<file path="config.mk">
export PLATFORM = sky130hd
export DESIGN_NAME = sfla_align
export DESIGN_NICKNAME = d
export VERILOG_FILES = /design/src/sfla_pkg.sv /design/src/sfla_align.sv
export SDC_FILE = /design/constraint.sdc
export NUM_CORES = 1
export LEC_CHECK = 0
export BUFFER_PORTS_ARGS = -buffer_cell sky130_fd_sc_hd__buf_2
export CAP_MARGIN = 40
export CORE_MARGIN = 2
export CORE_UTILIZATION = 55
export DETAILED_ROUTE_END_ITERATION = 8
export PLACE_DENSITY = 0.83
export SYNTH_ARGS = -nofsm -noshare
export SYNTH_HDL_FRONTEND = slang
export SYNTH_SLANG_ARGS = --single-unit
</file>
<file path="constraint.sdc">
create_clock -name clk -period 3.65 [get_ports clk]
set_input_delay 0.365 -clock clk [delete_from_list [all_inputs] [get_ports clk]]
set_output_delay 0.365 -clock clk [all_outputs]
set_load 0.01 [all_outputs]
</file>
<file path="src/sfla_pkg.sv">
// Constants for the SYSREF frame and multiframe clock alignment block
package sfla_pkg;
    localparam int SFLA_FRAME_W = 4;
    localparam int SFLA_K_W = 6;
    localparam int SFLA_DIV_W = 2;
    localparam int SFLA_CM_W = 3;
    localparam logic [SFLA_FRAME_W-1:0] SFLA_FRAME_RST = 4'h0;
    localparam logic [SFLA_K_W-1:0] SFLA_LMFC_RST = 6'h00;
    localparam logic [SFLA_DIV_W-1:0] SFLA_DIV_RST = 2'h0;
    localparam logic [SFLA_CM_W-1:0] SFLA_CM_RST = 3'h0;
endpackage : sfla_pkg

</file>
<file path="src/sfla_align.sv">
// SYSREF gating, edge detection and frame, multiframe and divider phase alignment
`timescale 1ns/10ps
module sfla_align
    import sfla_pkg::*;
(
    // Clock and reset
    input wire logic clk,
    input wire logic rst,
    // SYSREF pin and control
    input wire logic sysref_pin,
    input wire logic detect_en,
    input wire logic [SFLA_CM_W-1:0] cm_shift_sel,
    // Link configuration
    input wire logic [SFLA_FRAME_W-1:0] frame_len_m1,
    input wire logic [SFLA_K_W-1:0] k_m1,
    input wire logic div_en,
    input wire logic [SFLA_DIV_W-1:0] div_m1,
    // Status outputs
    output logic [SFLA_FRAME_W-1:0] frame_phase,
    output logic [SFLA_K_W-1:0] lmfc_phase,
    output logic [SFLA_DIV_W-1:0] div_phase,
    output logic frame_tick,
    output logic lmfc_tick,
    output logic link_drop,
    output logic aligned,
    output logic realign_pulse,
    output logic [SFLA_CM_W-1:0] cm_shift_cfg
);
    logic sr_meta_r, sr_sync_r, gated_prev_r;
    logic gated;
    logic edge_det;
    logic phase_ok;
    logic [SFLA_FRAME_W-1:0] frame_r;
    logic [SFLA_K_W-1:0] lmfc_r;
    logic [SFLA_DIV_W-1:0] div_r;
    logic frame_wrap, lmfc_wrap;

    // Two-stage synchroniser for the pin
    always_ff @(posedge clk or posedge rst) begin
        if (rst) begin
            sr_meta_r <= 1'b0;
            sr_sync_r <= 1'b0;
        end else begin
            sr_meta_r <= sysref_pin;
            sr_sync_r <= sr_meta_r;
        end
    end

    assign gated = sr_sync_r & detect_en;

    // Previous gated sample; high at enable shows as edge
    always_ff @(posedge clk or posedge rst) begin
        if (rst) begin
            gated_prev_r <= 1'b0;
        end else begin
            gated_prev_r <= gated;
        end
    end
    assign edge_det = gated & ~gated_prev_r;

    // Expected phase at an edge, once aligned: frame and multiframe counters at zero, divider too when enabled
    assign phase_ok = aligned && (frame_r == SFLA_FRAME_RST) && (lmfc_r == SFLA_LMFC_RST)
                      && (!div_en || div_r == SFLA_DIV_RST);
    assign frame_wrap = (frame_r == frame_len_m1);
    assign lmfc_wrap = frame_wrap && (lmfc_r == k_m1);

    // Frame and multiframe counters; default phase at reset
    always_ff @(posedge clk or posedge rst) begin
        if (rst) begin
            frame_r <= SFLA_FRAME_RST;
            lmfc_r <= SFLA_LMFC_RST;
        end else if (edge_det && !phase_ok) begin
            // Re-phase to the edge; a one-clock frame wraps at once
            frame_r <= (frame_len_m1 == SFLA_FRAME_RST) ? SFLA_FRAME_RST : SFLA_FRAME_RST + 4'h1;
            // One-clock frames have already left multiframe slot zero when the multiframe holds more than one frame
            lmfc_r <= (frame_len_m1 == SFLA_FRAME_RST && k_m1 != SFLA_LMFC_RST) ? SFLA_LMFC_RST + 6'h01
                                                                                : SFLA_LMFC_RST;
        end else begin
            frame_r <= frame_wrap ? SFLA_FRAME_RST : frame_r + 4'h1;
            if (frame_wrap) begin
                lmfc_r <= lmfc_wrap ? SFLA_LMFC_RST : lmfc_r + 6'h01;
            end
        end
    end

    always_ff @(posedge clk or posedge rst) begin
        if (rst) begin
            div_r <= SFLA_DIV_RST;
        end else if (div_en && edge_det && !phase_ok) begin
            // Divide by one has a single phase, so stay at zero
            div_r <= (div_m1 == SFLA_DIV_RST) ? SFLA_DIV_RST : SFLA_DIV_RST + 2'h1;
        end else if (div_en) begin
            div_r <= (div_r == div_m1) ? SFLA_DIV_RST : div_r + 2'h1;
        end else begin
            div_r <= SFLA_DIV_RST;
        end
    end

    always_ff @(posedge clk or posedge rst) begin
        if (rst) begin
            aligned <= 1'b0;
            link_drop <= 1'b0;
            realign_pulse <= 1'b0;
        end else begin
            realign_pulse <= edge_det && !phase_ok;
            link_drop <= edge_det && !phase_ok;
            if (edge_det) begin
                aligned <= 1'b1;
            end
        end
    end

    always_ff @(posedge clk or posedge rst) begin
        if (rst) begin
            cm_shift_cfg <= SFLA_CM_RST;
        end else begin
            cm_shift_cfg <= cm_shift_sel;
        end
    end

    // Phase outputs
    always_ff @(posedge clk or posedge rst) begin
        if (rst) begin
            frame_phase <= SFLA_FRAME_RST;
            lmfc_phase <= SFLA_LMFC_RST;
            div_phase <= SFLA_DIV_RST;
            frame_tick <= 1'b0;
            lmfc_tick <= 1'b0;
        end else begin
            frame_phase <= frame_r;
            lmfc_phase <= lmfc_r;
            div_phase <= div_r;
            frame_tick <= (frame_r == SFLA_FRAME_RST);
            lmfc_tick <= (frame_r == SFLA_FRAME_RST) && (lmfc_r == SFLA_LMFC_RST);
        end
    end
endmodule : sfla_align

</file>
==> flow_summary_export.csv <==
group,metric,value,unit
status,outcome,"finished, final reports clean",
cts,cts_tree,"built",
cts,ctsRootBufferMaster,"clkbuf_4",
cts,numCtsBuffers,5,
synthesis,ys_seq_area_share,57.97,%
final_layout,layout_common_cells,"buf_2, dfrtp_1, inv_1",
synthesis,yosysTopAreaCell,"dfrtp_1",
synthesis,synth.distinct_cells,35,
sta,setup_slack,1666,ps
power_and_ir_drop,p_leak,0.8835,nW
cts,clkLatencyLatePin,320,ps
sta,skew,6.671,ps
global_route,grtUsageTotal,19.77,%
routing,via_per_inst,5.382,
synthesis,synthArstFlopShare,100.0,%
sta,slew_headroom,48.83,%
place,pre_cts_ws,1677,ps
floorplanning,floorplan.initialDensity,58.71,%
place,hpwl,2048,um
cts,h-tree-depth,2,
sta,finalSetupViolCount,0,
synthesis,synthesis.instances,117,
cts,clk_pin_slew_worst_paths,90,ps
floorplanning,num_io_pins,40,
routing,dr.pass1.iters,4,
synthesis,syn_avg_cell_area,12.54,um2
global_route,antenna_found_initial,0,
cts,cts_buffer_depth,2,
sta,fin_setup_tns,0,ps
synthesis,synth_seq_cells,34,
critical_path,worstPathCellList,"inv_1 > ha_1 > and4bb_2 > a41oi_2 > o21ba_2 > a22oi_1",
sta,hold_violations,0,
global_route,grt_overflow,0,
final_layout,fill_cells,185,
routing,drc_errors,0,
global_route,grt_pass1_vias,1046,
critical_path,cp-end-kind,"flip-flop",
sta,timing.final.crit_period,1984,ps
critical_path,required,3880,ps
synthesis,ys.flop_type,"dfrtp_1",
final_layout,drive_above_1_share,33.54,%
cts,ctsResizeCount,0,
sta,rsz0062_at_grt,"false",
floorplanning,num_rows,18,
routing,vias,1028,
routing,drt-total-wl,2587,um
routing,detail_route.wl_per_cell,13.54,um
power_and_ir_drop,vdd_drop_max,0.0005337,V
final_layout,fin_cells,191,
critical_path,cp-start-kind,"flip-flop",
power_and_ir_drop,powerDensity,577.4,nW/um2
synthesis,synth_edf_count,0,
final_layout,seqCellArea,850.8,um2
final_layout,syn_to_final_growth,18.84,%
critical_path,crit_fanout,14,
floorplanning,chipHeight,55.66,um
final_layout,layout_commonest_cell,"buf_2",
place,dp_cells,185,
sta,clock.fmax,0.5040,GHz
synthesis,yosysTopAreaCellShare,57.97,%
final_layout,multi_input_area,553.0,um2
critical_path,cp_top_family,"compound AO/OA/AOI/OAI gates",
place,gp_congestion,0.8029,
critical_path,crit_arrival,2220,ps
critical_path,path_class,"flip-flop to flip-flop",
final_layout,final_util,69.77,%
synthesis,syn_nets,142,
synthesis,synth_warnings,0,
floorplanning,core-area,2500,um2
cts,cts_sinks,34,
critical_path,slowest_delay,500,ps
synthesis,syn_area,1468,um2
sta,tightest_slew,761.8,ps
place,io_buffers,39,
floorplanning,die_x,55.66,um
worst_hold_path,hold_path.class,"input port to async pin",
sta,holdWs,93.33,ps
routing,drtAntennaViolNets,0,
cts,cts_hold_buffers,0,
final_layout,nNetsFinal,187,
sta,slew_viol_final,0,
cts,cts_setup_buffers,0,
global_route,grt_max_degree,19,
global_route,grt_pass1_wl,4588,um
critical_path,cp_slowest_cell,"a41oi_2",
synthesis,synth_area_leaders,"dfrtp_1, ha_1, xnor2_1",
routing,drtIter0Drc,16,
final_layout,n_antenna_cell,0,
flow_run,drv_cap,0,
sta,fin_crit_sh,54.36,%
critical_path,worst-path-buf-inv,1,
floorplanning,dieArea,3097,um2
[final cells by class]
type,instances,area share [%]
clock buffer,6,2.941
tap,30,2.152
sequential,34,48.78
inverter,9,1.937
timing repair buffer,41,12.48
multi-input combinational,71,31.71
[per-stage QoR]
stage	area, um2	power [mW]
2_1_floorplan	1468	0.7262
3_3_place_gp	1678	0.8064
3_5_place_dp	1693	0.8281
4_1_cts	1744	1.020
5_1_grt	1744	1.085
6_report	1744	1.007
[worst paths after layout]
check	endpoint	slack, ps	depth (start not counted)	start
setup reg to reg	lmfc_r[0]$_DFFE_PP0P_	1670	6	frame_r[0]$_DFF_PP0_
hold / removal	div_r[1]$_DFF_PP0_	90	2	rst
max in group asynchronous	frame_r[1]$_DFF_PP0_	2900	4	rst
setup / recovery	lmfc_r[0]$_DFFE_PP0P_	1670	6	frame_r[0]$_DFF_PP0_
hold reg to reg	sr_sync_r$_DFF_PP0_	360	0	sr_meta_r$_DFF_PP0_
min in group clk	cm_shift_cfg[1]$_DFF_PP0_	150	1	cm_shift_sel[1]
[synth_stat cells, types with 2 or more instances]
cell type	number
nor3b_1	2
inv_1	9
xnor2_1	7
nor4_1	2
a21oi_1	4
a31o_2	2
and3_1	4
dfrtp_1	34
o211ai_1	3
o31ai_1	2
nand2b_1	4
xor2_1	7
buf_6	2
nor2_1	7
a211oi_1	3
and2_1	2
ha_1	5
[where the power goes]
group	internal, mW	switching, mW	total, mW
registers	0.453	0.0624	0.516
clock network	0.0867	0.107	0.194
logic	0.136	0.161	0.297
[layer usage]
layer  vias up  share of wire, %  track usage [%]
met4         0               2.1            8.362
met3         5               6.5            6.512
met2        32                50            34.69
met5         -                 0                0
li1        497                 -                -
met1       494                41            21.82
[flip-flops by register name, summed over array words and instances, names as in the netlist]
| register | flops |
|---|---|
| cm_shift_cfg | 3 |
| div_phase | 2 |
| sr_sync_r | 1 |
| frame_tick | 1 |
| realign_pulse | 1 |
| frame_phase | 4 |
| sr_meta_r | 1 |
| gated_prev_r | 1 |
| lmfc_r | 6 |
| lmfc_tick | 1 |
| lmfc_phase | 6 |
| div_r | 2 |
| frame_r | 4 |
| aligned | 1 |
[cell families (layout without fill, tap and decap cells)]
family	after synthesis	count (layout)	synth area share, %
flops	34	34	57.97
buf+inv	12	56	4.348
simple gates	30	30	13.55
fa+ha+maj	5	5	4.263
compound gates	22	22	11.51
xor+xnor	14	14	8.355
(Power assumes the default switching activity.)
